**src/smbus_config_defines.svh**
```systemverilog
// Purpose: Offsets, field positions, reset values and timing counts
// Assumes: 40 MHz core clock, register port on the serial management pins
// Notes:   Definitions only; included by bare name
`ifndef SMBUS_CONFIG_DEFINES_SVH
`define SMBUS_CONFIG_DEFINES_SVH

// Fixed 7-bit slave address (write byte 8'hac)
`define SMB_SLAVE_ADDR     7'h56

// Register offsets
`define REG_REVISION       8'h00
`define REG_ENABLE_STATE   8'h01
`define REG_CTRL_CH0       8'h02
`define REG_CTRL_CH12      8'h04
`define REG_ON_THRESH      8'h05
`define REG_OFF_THRESH     8'h06
`define REG_SRC_SELECT     8'h07
`define REG_SWING          8'h08

// Reset values
`define RST_CTRL_CH0       8'h77
`define RST_CTRL_CH12      8'h77
`define RST_ON_THRESH      8'h00
`define RST_OFF_THRESH     8'h00
`define RST_SRC_SELECT     8'h00
`define RST_SWING          8'h78

// Writable bit masks; other bits keep their reset value
`define WMASK_CTRL_CH0     8'hf8
`define WMASK_CTRL_CH12    8'hff
`define WMASK_THRESH       8'h03
`define WMASK_SRC_SELECT   8'h01
`define WMASK_SWING        8'h0c

// Field positions
`define FLD_EN_HI          7
`define FLD_BOOST_HI       4
`define FLD_EN_LO          3
`define FLD_BOOST_LO       0
`define FLD_SWING          2
`define FLD_STAT_EN        3
`define FLD_REV            4

// Timing: figures in ns, counts derived from the clock period
`define SMB_CLK_NS         25
`define SMB_TBUF_NS        4700
`define SMB_THIGH_MAX_NS   50000
`define SMB_TBUF_CYC       ((`SMB_TBUF_NS + `SMB_CLK_NS - 1) / `SMB_CLK_NS)
`define SMB_THIGH_MAX_CYC  (`SMB_THIGH_MAX_NS / `SMB_CLK_NS)

`endif

```
**src/smbus_config_pkg.sv**
```systemverilog
// Purpose: Types shared by the configuration port
// Assumes: Constants live in smbus_config_defines.svh
// Notes:   One-hot protocol states
package smbus_config_pkg;

   typedef enum logic [9:0] {
      ST_IDLE      = 10'b00_0000_0001,
      ST_ADDR      = 10'b00_0000_0010,
      ST_ADDR_ACK  = 10'b00_0000_0100,
      ST_REG       = 10'b00_0000_1000,
      ST_REG_ACK   = 10'b00_0001_0000,
      ST_WDATA     = 10'b00_0010_0000,
      ST_WDATA_ACK = 10'b00_0100_0000,
      ST_RDATA     = 10'b00_1000_0000,
      ST_RDATA_ACK = 10'b01_0000_0000,
      ST_IGNORE    = 10'b10_0000_0000
   } smb_state_t;

endpackage : smbus_config_pkg

```
**src/smbus_config_slave.sv**
```systemverilog
// Purpose: Select-gated serial management slave holding equalizer settings
// Assumes: 40 MHz core_clk, host drives the serial clock, open-drain data
// Notes:   Single register per write; no address auto-increment
`timescale 1ns/10ps
`include "smbus_config_defines.svh"

// Overview of operation
// - With bus-select high the port answers and registers are reachable.
// - With bus-select low all traffic is ignored and data never driven.
// - Serial port keeps working while the device sits in standby.
// - Only slave address 1010110 is answered; write byte is ac hex.
// - Data line only changes while the serial clock is low.
// - Data falling with clock high is START; restarts the bit counter.
// - Data rising with clock high is STOP; ends the message.
// - Bus goes idle after bus-free time past STOP or max clock-high.
// - Bus-free time is 4.7 us, maximum clock-high time is 50 us.
// - Write: START, address, register byte, one data byte; stored as that byte completes.
// - Acknowledge matching address, register byte and written data byte.
// - After read address ack, send selected register MSB first.
// - Both reads and writes supported; each register bit RO or RW.
// - Register 07 bit 0 picks enable pin or internal bit for standby.
// - Per-channel 3-bit boost code picks one of eight levels.
// - Two-bit swing code selects output level; resets to 1000 mV code.
module smbus_config_slave
   import smbus_config_pkg::*;
#(
   parameter logic [3:0] REV_ID = 4'h1  // Revision code, arbitrary value
) (
   input  wire logic       core_clk,        // System clock, 40 MHz
   input  wire logic       rstn,            // Async reset, active low
   input  wire logic       serialClockPin,  // Host serial clock
   input  wire logic       serialDataIn,    // Data line level
   output logic            serialDataOut,   // Data drive value, always low
   output logic            serialDataOe,    // High while pulling data low
   input  wire logic       busSelectPin,    // Port select from host
   input  wire logic       enablePin,       // External enable, high = active
   output logic [2:0]      boostLaneZero,   // Boost code, data lane 0
   output logic [2:0]      boostLaneOne,    // Boost code, data lane 1
   output logic [2:0]      boostLaneTwo,    // Boost code, data lane 2
   output logic [3:0]      laneDisable,     // {lane2, lane1, lane0, clock}
   output logic [1:0]      sigOnThresh,     // Signal-on threshold code
   output logic [1:0]      sigOffThresh,    // Signal-off threshold code
   output logic [1:0]      swingCode,       // Output swing code
   output logic            standby          // Device in standby
);
   localparam logic [11:0] BUF_CYC   = 12'(`SMB_TBUF_CYC);
   localparam logic [11:0] HIGH_CYC  = 12'(`SMB_THIGH_MAX_CYC);

   // Merge written bits with the fixed reset value of protected bits
   function automatic logic [7:0] wmerge(input logic [7:0] d, input logic [7:0] m,
                                         input logic [7:0] r);
      wmerge = (d & m) | (r & ~m);
   endfunction : wmerge

   function automatic logic regHit(input logic [7:0] a, input logic [7:0] off);
      regHit = (a == off);
   endfunction : regHit

   logic [3:0] lvl;
   logic [3:0] prv;
   smb_state_t state_q, state_d;
   logic [3:0]  bitCnt_q, bitCnt_d;
   logic [7:0]  shift_q, shift_d;
   logic [7:0]  regAddr_q, regAddr_d;
   logic        rw_q, rw_d;
   logic        mAck_q, mAck_d;
   logic        oe_q, oe_d;
   logic        wrEn;
   logic [11:0] highCnt_q;
   logic        stopSeen_q;
   logic        sdaOut_q;
   logic        standby_q;
   logic [7:0]  ctrlCh0_q, ctrlCh12_q, onThr_q, offThr_q, srcSel_q, swing_q;

   // Pins cross into core_clk through two flops
   smbus_pin_sync #(.W(4)) u_sync (
      .core_clk  (core_clk),
      .rstn      (rstn),
      .pinIn     ({enablePin, busSelectPin, serialDataIn, serialClockPin}),
      .level     (lvl),
      .prevLevel (prv)
   );

   // Bus condition decode; select low masks edges, START and STOP, not the idle timer
   wire sclS     = lvl[0];
   wire sdaS     = lvl[1];
   wire selS     = lvl[2];
   wire enS      = lvl[3];
   wire sclRise  = selS & sclS & ~prv[0];
   wire sclFall  = selS & ~sclS & prv[0];
   wire startDet = selS & sclS & prv[0] & prv[1] & ~sdaS;
   wire stopDet  = selS & sclS & prv[0] & ~prv[1] & sdaS;
   wire busHigh  = sclS & sdaS;
   wire idleHit  = (stopSeen_q && highCnt_q >= BUF_CYC) || (highCnt_q >= HIGH_CYC);
   wire addrOk   = (shift_q[7:1] == `SMB_SLAVE_ADDR);
   wire byteDone = sclFall && (bitCnt_q == 4'd8);

   // Read-back mux; unmapped offsets read zero
   wire [7:0] revByte  = {REV_ID, 4'h0};
   wire [7:0] enByte   = 8'({~standby_q, 3'b000});
   wire [7:0] readData =
      regHit(regAddr_q, `REG_REVISION)     ? revByte    :
      regHit(regAddr_q, `REG_ENABLE_STATE) ? enByte     :
      regHit(regAddr_q, `REG_CTRL_CH0)     ? ctrlCh0_q  :
      regHit(regAddr_q, `REG_CTRL_CH12)    ? ctrlCh12_q :
      regHit(regAddr_q, `REG_ON_THRESH)    ? onThr_q    :
      regHit(regAddr_q, `REG_OFF_THRESH)   ? offThr_q   :
      regHit(regAddr_q, `REG_SRC_SELECT)   ? srcSel_q   :
      regHit(regAddr_q, `REG_SWING)        ? swing_q    : 8'h00;

   // Protocol sequencer; ack and data driven only after a clock fall
   always_comb begin
      state_d   = state_q;
      bitCnt_d  = bitCnt_q;
      shift_d   = shift_q;
      regAddr_d = regAddr_q;
      rw_d      = rw_q;
      mAck_d    = mAck_q;
      oe_d      = oe_q;
      wrEn      = 1'b0;
      if (!selS) begin
         state_d = ST_IDLE;
         oe_d    = 1'b0;
      end else if (startDet) begin
         state_d  = ST_ADDR;
         bitCnt_d = 4'd0;
         oe_d     = 1'b0;
      end else if (stopDet || (idleHit && state_q != ST_IDLE)) begin
         state_d = ST_IDLE;
         oe_d    = 1'b0;
      end else begin
         case (state_q)
            ST_ADDR, ST_REG, ST_WDATA: begin
               if (sclRise && bitCnt_q < 4'd8) begin
                  shift_d  = {shift_q[6:0], sdaS};
                  bitCnt_d = bitCnt_q + 4'd1;
               end else if (byteDone) begin
                  bitCnt_d = 4'd0;
                  oe_d     = 1'b1;
                  if (state_q == ST_ADDR) begin
                     rw_d    = shift_q[0];
                     state_d = addrOk ? ST_ADDR_ACK : ST_IGNORE;
                     oe_d    = addrOk;
                  end else if (state_q == ST_REG) begin
                     regAddr_d = shift_q;
                     state_d   = ST_REG_ACK;
                  end else begin
                     wrEn    = 1'b1;
                     state_d = ST_WDATA_ACK;
                  end
               end
            end
            ST_ADDR_ACK: begin
               if (sclFall) begin
                  if (rw_q) begin
                     state_d  = ST_RDATA;
                     shift_d  = readData;
                     oe_d     = ~readData[7];
                     bitCnt_d = 4'd0;
                  end else begin
                     state_d = ST_REG;
                     oe_d    = 1'b0;
                  end
               end
            end
            ST_REG_ACK: begin
               if (sclFall) begin
                  state_d = ST_WDATA;
                  oe_d    = 1'b0;
               end
            end
            ST_WDATA_ACK: begin
               if (sclFall) begin
                  state_d = ST_IGNORE;   // Extra bytes are not acked
                  oe_d    = 1'b0;
               end
            end
            ST_RDATA: begin
               if (sclFall) begin
                  if (bitCnt_q == 4'd7) begin
                     state_d = ST_RDATA_ACK;
                     oe_d    = 1'b0;
                  end else begin
                     bitCnt_d = bitCnt_q + 4'd1;
                     shift_d  = {shift_q[6:0], 1'b0};
                     oe_d     = ~shift_q[6];
                  end
               end
            end
            ST_RDATA_ACK: begin
               if (sclRise) begin
                  mAck_d = ~sdaS;
               end else if (sclFall) begin
                  if (mAck_q) begin
                     state_d  = ST_RDATA;
                     shift_d  = readData;
                     oe_d     = ~readData[7];
                     bitCnt_d = 4'd0;
                  end else begin
                     state_d = ST_IGNORE;
                  end
               end
            end
            ST_IDLE, ST_IGNORE: begin
               oe_d = 1'b0;
            end
            default: begin
               state_d = ST_IDLE;
               oe_d    = 1'b0;
            end
         endcase
      end
   end

   // Sequencer registers
   always_ff @(posedge core_clk or negedge rstn) begin
      if (!rstn) begin
         state_q   <= ST_IDLE;
         bitCnt_q  <= 4'd0;
         shift_q   <= 8'h00;
         regAddr_q <= 8'h00;
         rw_q      <= 1'b0;
         mAck_q    <= 1'b0;
         oe_q      <= 1'b0;
      end else begin
         state_q   <= state_d;
         bitCnt_q  <= bitCnt_d;
         shift_q   <= shift_d;
         regAddr_q <= regAddr_d;
         rw_q      <= rw_d;
         mAck_q    <= mAck_d;
         oe_q      <= oe_d;
      end
   end

   // Idle timer: saturates so a parked bus never wraps back to busy
   always_ff @(posedge core_clk or negedge rstn) begin
      if (!rstn) begin
         highCnt_q  <= 12'h000;
         stopSeen_q <= 1'b0;
      end else begin
         highCnt_q  <= !busHigh ? 12'h000 : (highCnt_q == HIGH_CYC) ? highCnt_q
                       : highCnt_q + 12'h001;
         stopSeen_q <= stopDet | (stopSeen_q & ~startDet);
      end
   end

   // Configuration storage; read-only offsets and reserved bits unaffected
   wire wCh0  = wrEn && regHit(regAddr_q, `REG_CTRL_CH0);
   wire wCh12 = wrEn && regHit(regAddr_q, `REG_CTRL_CH12);
   wire wOn   = wrEn && regHit(regAddr_q, `REG_ON_THRESH);
   wire wOff  = wrEn && regHit(regAddr_q, `REG_OFF_THRESH);
   wire wSrc  = wrEn && regHit(regAddr_q, `REG_SRC_SELECT);
   wire wSwg  = wrEn && regHit(regAddr_q, `REG_SWING);

   always_ff @(posedge core_clk or negedge rstn) begin
      if (!rstn) begin
         ctrlCh0_q  <= `RST_CTRL_CH0;
         ctrlCh12_q <= `RST_CTRL_CH12;
         onThr_q    <= `RST_ON_THRESH;
         offThr_q   <= `RST_OFF_THRESH;
         srcSel_q   <= `RST_SRC_SELECT;
         swing_q    <= `RST_SWING;
      end else begin
         if (wCh0)  ctrlCh0_q  <= wmerge(shift_q, `WMASK_CTRL_CH0, `RST_CTRL_CH0);
         if (wCh12) ctrlCh12_q <= wmerge(shift_q, `WMASK_CTRL_CH12, `RST_CTRL_CH12);
         if (wOn)   onThr_q    <= wmerge(shift_q, `WMASK_THRESH, `RST_ON_THRESH);
         if (wOff)  offThr_q   <= wmerge(shift_q, `WMASK_THRESH, `RST_OFF_THRESH);
         if (wSrc)  srcSel_q   <= wmerge(shift_q, `WMASK_SRC_SELECT, `RST_SRC_SELECT);
         if (wSwg)  swing_q    <= wmerge(shift_q, `WMASK_SWING, `RST_SWING);
      end
   end

   // Standby from internal bit or enable pin, lane outputs not gated by it; the serial port keeps running
   always_ff @(posedge core_clk or negedge rstn) begin
      if (!rstn) begin
         standby_q <= 1'b0;
         sdaOut_q  <= 1'b0;
      end else begin
         standby_q <= srcSel_q[0] ? ctrlCh0_q[`FLD_EN_LO] : ~enS;
         sdaOut_q  <= 1'b0;
      end
   end

   // Outputs straight from registers
   assign serialDataOut = sdaOut_q;
   assign serialDataOe  = oe_q;
   assign boostLaneZero = ctrlCh0_q[`FLD_BOOST_HI +: 3];
   assign boostLaneOne  = ctrlCh12_q[`FLD_BOOST_LO +: 3];
   assign boostLaneTwo  = ctrlCh12_q[`FLD_BOOST_HI +: 3];
   assign laneDisable   = {ctrlCh12_q[`FLD_EN_HI], ctrlCh12_q[`FLD_EN_LO],
                           ctrlCh0_q[`FLD_EN_HI], ctrlCh0_q[`FLD_EN_LO]};
   assign sigOnThresh   = onThr_q[1:0];
   assign sigOffThresh  = offThr_q[1:0];
   assign swingCode     = swing_q[`FLD_SWING +: 2];
   assign standby       = standby_q;
endmodule : smbus_config_slave

```
**src/smbus_pin_sync.sv**
```systemverilog
// Purpose: Two-stage synchroniser for pin inputs, plus one delayed copy
// Assumes: Inputs are asynchronous to core_clk
// Notes:   Only the second stage and its delayed copy leave this module
`timescale 1ns/10ps
module smbus_pin_sync #(
   parameter int W = 4
) (
   input  wire logic         core_clk,  // System clock
   input  wire logic         rstn,      // Async reset, active low
   input  wire logic [W-1:0] pinIn,     // Raw pin levels
   output logic      [W-1:0] level,     // Synchronised level
   output logic      [W-1:0] prevLevel  // Level one cycle earlier
);
   logic [W-1:0] meta_q;
   logic [W-1:0] sync_q;
   logic [W-1:0] dly_q;

   // Pins idle high on this bus, so reset to all ones avoids false edges
   always_ff @(posedge core_clk or negedge rstn) begin
      if (!rstn) begin
         meta_q <= '1;
         sync_q <= '1;
         dly_q  <= '1;
      end else begin
         meta_q <= pinIn;
         sync_q <= meta_q;
         dly_q  <= sync_q;
      end
   end

   assign level     = sync_q;
   assign prevLevel = dly_q;
endmodule : smbus_pin_sync

```
**config.mk**
```make
export PLATFORM = sky130hd
export DESIGN_NAME = smbus_config_slave
export DESIGN_NICKNAME = d
export VERILOG_FILES = /design/src/smbus_config_pkg.sv /design/src/smbus_config_slave.sv /design/src/smbus_pin_sync.sv
export VERILOG_INCLUDE_DIRS = /design/src
export SDC_FILE = /design/constraint.sdc
export NUM_CORES = 1
export LEC_CHECK = 0
export BUFFER_PORTS_ARGS = -buffer_cell sky130_fd_sc_hd__buf_2
export CAP_MARGIN = 20
export CORE_MARGIN = 4
export CORE_UTILIZATION = 45
export CTS_CLUSTER_DIAMETER = 80
export CTS_CLUSTER_SIZE = 12
export DETAILED_ROUTE_END_ITERATION = 12
export PLACE_DENSITY_LB_ADDON = 0.2
export SLEW_MARGIN = 20
export SYNTH_ARGS = -nofsm -noshare
export SYNTH_HDL_FRONTEND = slang
export SYNTH_HIERARCHICAL = 1
export SYNTH_SLANG_ARGS = --single-unit
export TNS_END_PERCENT = 5
```
**constraint.sdc**
```tcl
create_clock -name core_clk -period 4.35 [get_ports core_clk]
set_input_delay 0.435 -clock core_clk [delete_from_list [all_inputs] [get_ports core_clk]]
set_output_delay 0.435 -clock core_clk [all_outputs]
set_load 0.005 [all_outputs]
```
==> results of run 1 <==
power by group through the flow:
stage               sequential [mW]  combinational (mW)  clock (mW)
finish                        0.739              0.0481       0.578
global route                  0.740              0.0557       0.618
CTS                           0.738              0.0496       0.590
detailed placement            0.752              0.0495           0
global placement              0.752              0.0487           0
floorplan                     0.748              0.0279           0
flip-flops by register name, indices dropped and copies added, names as in the netlist:
name,count
onThr_q,2
shift_q,8
standby,1
bitCnt_q,4
u_sync/meta_q,4
stopSeen_q,1
ctrlCh0_q,5
rw_q,1
state_q,10
u_sync/level,4
swing_q,2
mAck_q,1
srcSel_q,1
offThr_q,2
ctrlCh12_q,8
u_sync/prevLevel,2
serialDataOe,1
regAddr_q,8
highCnt_q,12
worst paths after layout:
check | from | slack (ns) | end
setup reg to reg | state_q[6]$_DFFE_PN0P_ | 1.08 | shift_q[4]$_DFFE_PN0P_
min in group asynchronous | rstn | 0.21 | highCnt_q[2]$_DFFE_PN0P_
hold / removal | enablePin | 0.16 | u_sync/meta_q[3]$_DFF_PN1_
hold reg to reg | u_sync/meta_q[0]$_DFF_PN1_ | 0.36 | u_sync/level[0]$_DFF_PN1_
setup / recovery | state_q[6]$_DFFE_PN0P_ | 1.08 | shift_q[4]$_DFFE_PN0P_
max in group asynchronous | rstn | 3.53 | highCnt_q[6]$_DFFE_PN0P_
routing by layer:
layer | vias up | global-route usage | part of all wire
met2 | 92 | 0.259 | 0.45
met1 | 1482 | 0.259 | 0.48
met5 | - | 0 | 0
li1 | 1474 | - | -
met4 | 0 | 0.0693 | 0.018
met3 | 17 | 0.0354 | 0.054
cell usage in the layout (no fill, tap or decap), types with 11 or more instances in the layout:
cell,count
dfrtp_1,56
nand2_1,31
mux2_2,28
nor2_1,27
buf_2,25
dfstp_2,21
inv_1,15
nand3_1,13
o21ai_0,13
nor3_1,12
a21oi_1,11
critical path, delay by kind of cell (launching register included):
| kind | cells | cell delay [ns] |
|---|---|---|
| and+or+nand+nor | 4 | 2.21 |
| DFF | 1 | 0.47 |
| muxes | 1 | 0.33 |
| AOI/OAI and AO/OA | 1 | 0.17 |
cell type report:
| class | count | area (sq um) | area share |
|---|---|---|---|
| clock inverter | 6 | 71.3 | 0.0158 |
| tap | 108 | 135 | 0.0299 |
| timing repair buffer | 27 | 140 | 0.0310 |
| clock buffer | 10 | 138 | 0.0304 |
| sequential | 77 | 1950 | 0.432 |
| multi-input combinational | 278 | 2030 | 0.449 |
| inverter | 15 | 56.3 | 0.0124 |
through the flow:
stage | util | total power, mW | cells | hold WS (ns)
4_1_cts | 0.514 | 1.38 | 521 | 0.154
2_1_floorplan | - | 0.775 | 383 | 0.139
5_1_grt | 0.514 | 1.41 | 521 | 0.149
6_report | 0.514 | 1.36 | 521 | 0.163
3_5_place_dp | 0.490 | 0.801 | 505 | 0.347
3_3_place_gp | 0.490 | 0.800 | 505 | 0.348
==> flow_summary.ini, run 1 <==
[run_status]
status = finished, final reports clean

[pwr]
p_switching_mw = 0.337
switching_share = 0.247
ir_drop_mv = 0.213
p_seq_frac = 0.541
power_leakage_nw = 2.08
clkPwrFrac = 0.424
pwr_density_cell_nw_per_um2 = 302
p_int_mw = 1.03
p_comb_frac = 0.035

[clock_tree]
post_cts_buffers = 0
cts_tree = built
cts-hold-fix-buffers = 0
cts-root-buf = clkbuf_8
htree_levels = 3
numCtsBuffers = 9
ctsResizeCount = 0
cts.clk_slew.worst_paths_ns = 0.09
cts.sinks = 77
cts_buffer_depth = 2
clk_latency_ns = 0.36

[flow_run]
drv_cap = 0

[sta]
setup_ws_ns = 1.08
worstMarginPinSlew_ns = 1.01
period_needed_ns = 3.27
final_hold_viol_count = 0
setup_viol = 0
max_freq_mhz = 305
fin_setup_tns_ns = 0
maxSlewHeadroom = 0.318
rsz0062_at_grt = no
slew_violations = 0
fin_crit_sh = 0.752
clock_skew_ns = 0.0141

[finish]
stdcell_area_sq_um = 4520
diodes = 0
filler_cell_count = 786
areaGrowthSynthToFinish_pct = 10.1
finalNetCount = 418
layout-drive-gt1-share = 0.264

[yosys]
yosysWarnings = 6
netlist_instances = 383
netlist_area_sq_um = 4110
syn-num-nets = 393
syn_avg_cell_area_sq_um = 10.7

[floorplanning]
core-area_sq_um = 8810
ioPinCount = 28
fp.dieW_microns = 104
fp.dieH_microns = 104
initial_utilization = 0.467
die_area_sq_um = 10700
rows = 34

[worst_setup_path]
required_ns = 4.60
endpoint_kind = flop
crit_slowest_cell = or4_4
critPathMaxStageDelay_ns = 0.66
cp_cell_sequence = nor4_4 > nor4b_4 > a211oi_1 > or4b_4 > or4_4 > mux2_4
start_kind = flop
ff2ff_path_depth = 6
critPathKind = flop to flop
worstPathMaxFanout = 9
arrival_ns = 3.52

[routing]
wl_per_cell_microns = 17.9
drtIter0Drc = 220
vias = 3065
detail_route.vias_per_cell = 5.88
postRouteAntennaNets = 0
totalWireLength_microns = 9330
drc = 0
firstDrtPassIters = 5

[place]
gp_congestion = 0.920
placed_area_sq_um = 4320
io_buffers = 26
dp_worst_setup_slack_ns = 1.09
dpl.hpwl_microns = 6530

[grt]
overflow = 0
grt_pass1_wl_microns = 15500
grt_antenna_before_repair = 0
grt_pass1_vias = 3010
grt_max_degree = 78
grt_usage = 0.177

[hold_path]
hold_class = primary input to flop
whs_path_depth = 1
Note: power is estimated with default switching activity, not from simulation.
==> inputs of run 2 (changes only) <==
clock period = 3.1 ns   (was 4.35 ns; I/O delays follow)
==> run 2 against run 1 <==
Net effect:
- global-route usage increased by 0.11 points
- wire length decreased by 0.30%
- sequential power increased by 41%
- final cell count increased by 3.5%
- fmax increased by 9.8%
- clock-buffer cell count decreased by 1
- setup slack got worse by 0.96 ns
- register-to-register slack got worse by 0.96 ns
==> flow_summary.ini, run 2 (synthesis results as in run 1) <==
[clock_tree]
cts_tree = built
cts-hold-fix-buffers = 0
post_cts_buffers = 0
cts_buffer_depth = 2
ctsResizeCount = 0
cts.sinks = 77
numCtsBuffers = 9
cts.clk_slew.worst_paths_ns = 0.09
htree_levels = 3
cts-root-buf = clkbuf_8
clk_latency_ns = 0.36

[floorplanning]
rows = 34
initial_utilization = 0.467
die_area_sq_um = 10700
fp.dieW_microns = 104
core-area_sq_um = 8810
ioPinCount = 28
fp.dieH_microns = 104

[pwr]
pwr_density_cell_nw_per_um2 = 423
total_power_mw = 1.98
ir_drop_mv = 0.279
p_seq_frac = 0.522
p_int_mw = 1.51
clkPwrFrac = 0.442
p_comb_frac = 0.036
power_leakage_nw = 2.18
p_switching_mw = 0.474
switching_share = 0.239

[grt]
overflow = 0
grt_pass1_wl_microns = 15800
grt_usage = 0.178
grt_antenna_before_repair = 0
grt_max_degree = 78
grt_pass1_vias = 3085

[sta]
max_freq_mhz = 336
clock_skew_ns = 0.00956
setup_viol = 0
slew_violations = 0
maxSlewHeadroom = 0.375
rsz0062_at_grt = no
fin_setup_tns_ns = 0
period_needed_ns = 2.98
fin_crit_sh = 0.961
worstMarginPinSlew_ns = 0.938
holdWs_ns = 0.0459
final_hold_viol_count = 0

[finish]
utilization = 0.533
areaGrowthSynthToFinish_pct = 14.2
finalNetCount = 436
reg_top3 = highCnt_q (12), state_q (10)
regMostFlops = highCnt_q
final_common_cell = dfrtp_1
diodes = 0
layout-drive-gt1-share = 0.295
stdcell_count = 539
filler_cell_count = 795
largest_reg_flops = 12
final_cell_mix = 56 x dfrtp_1, 31 x nand2_1, 28 x mux2_2

[place]
dp_cells = 523
io_buffers = 26
dpl.hpwl_microns = 6570
gp_congestion = 0.870

[flow_run]
drv_cap = 0

[worst_setup_path]
cp_cell_sequence = nor4_4 > nor4b_4 > a211oi_1 > or4b_4 > or4_4 > mux2_4
arrival_ns = 3.23
worstPathMaxFanout = 8
endpoint = shift_q[0]$_DFFE_PN0P_
startpoint = state_q[6]$_DFFE_PN0P_
reg2reg_from = state_q[6]$_DFFE_PN0P_
r2r_slack_ns = 0.12
start_kind = flop
crit_slowest_cell = or4_4
required_ns = 3.35
r2r-end = shift_q[0]$_DFFE_PN0P_
critPathMaxStageDelay_ns = 0.64
ff2ff_path_depth = 6
cpLargestDelayFamily = simple AND/OR/NAND/NOR gates
path_depth = 6
critPathKind = flop to flop
path_buf_inv = 0
endpoint_kind = flop

[routing]
detail_route.vias_per_cell = 5.84
totalWireLength_microns = 9310
postRouteAntennaNets = 0
vias = 3146
drtIter0Drc = 172
firstDrtPassIters = 4
wl_per_cell_microns = 17.3
drc = 0

[run_status]
status = finished, final reports clean

[hold_path]
hold_class = primary input to flop
-- run 2: area by class of cell --
| class | count | area (sq um) | area share |
|---|---|---|---|
| timing repair buffer | 45 | 275 | 0.0587 |
| sequential | 77 | 1950 | 0.416 |
| clock inverter | 7 | 105 | 0.0224 |
| inverter | 15 | 56.3 | 0.0120 |
| tap | 108 | 135 | 0.0288 |
| multi-input combinational | 278 | 2040 | 0.435 |
| clock buffer | 9 | 124 | 0.0264 |
-- run 2: per-layer routing --
layer	part of all wire	routed length, microns	up-vias	global-route usage
met5	0	0	-	0
met4	0.016	151	0	0.0684
met3	0.041	383	14	0.0236
met2	0.46	4250	73	0.271
met1	0.49	4520	1555	0.260
li1	-	-	1504	-
-- run 2: power by group through the flow --
stage               Sequential, mW  Clock [mW]  Combinational (mW)
floorplan                     1.05           0              0.0392
global placement              1.05           0              0.0729
detailed placement            1.05           0              0.0737
CTS                           1.04       0.892              0.0740
global route                  1.04       0.939              0.0842
finish                        1.04       0.876              0.0722
-- run 2: through the flow --
stage | instance area [sq um] | setup WS, ns
finish | 4690 | 0.120
global placement | 4450 | 0.185
floorplan | 4110 | 0.0763
detailed placement | 4450 | 0.120
global route | 4690 | 0.00498
CTS | 4680 | 0.112
-- run 2: how the worst min path moves through the flow --
stage,from,endpoint,cells after the start
after global routing,serialDataIn,u_sync/meta_q[1]$_DFF_PN1_,1
after CTS,enablePin,u_sync/meta_q[3]$_DFF_PN1_,1
after floorplan,rstn,bitCnt_q[0]$_DFFE_PN0P_,0
after global placement,u_sync/meta_q[1]$_DFF_PN1_,u_sync/level[1]$_DFF_PN1_,0
after detailed placement,u_sync/meta_q[1]$_DFF_PN1_,u_sync/level[1]$_DFF_PN1_,0
final,enablePin,u_sync/meta_q[3]$_DFF_PN1_,1
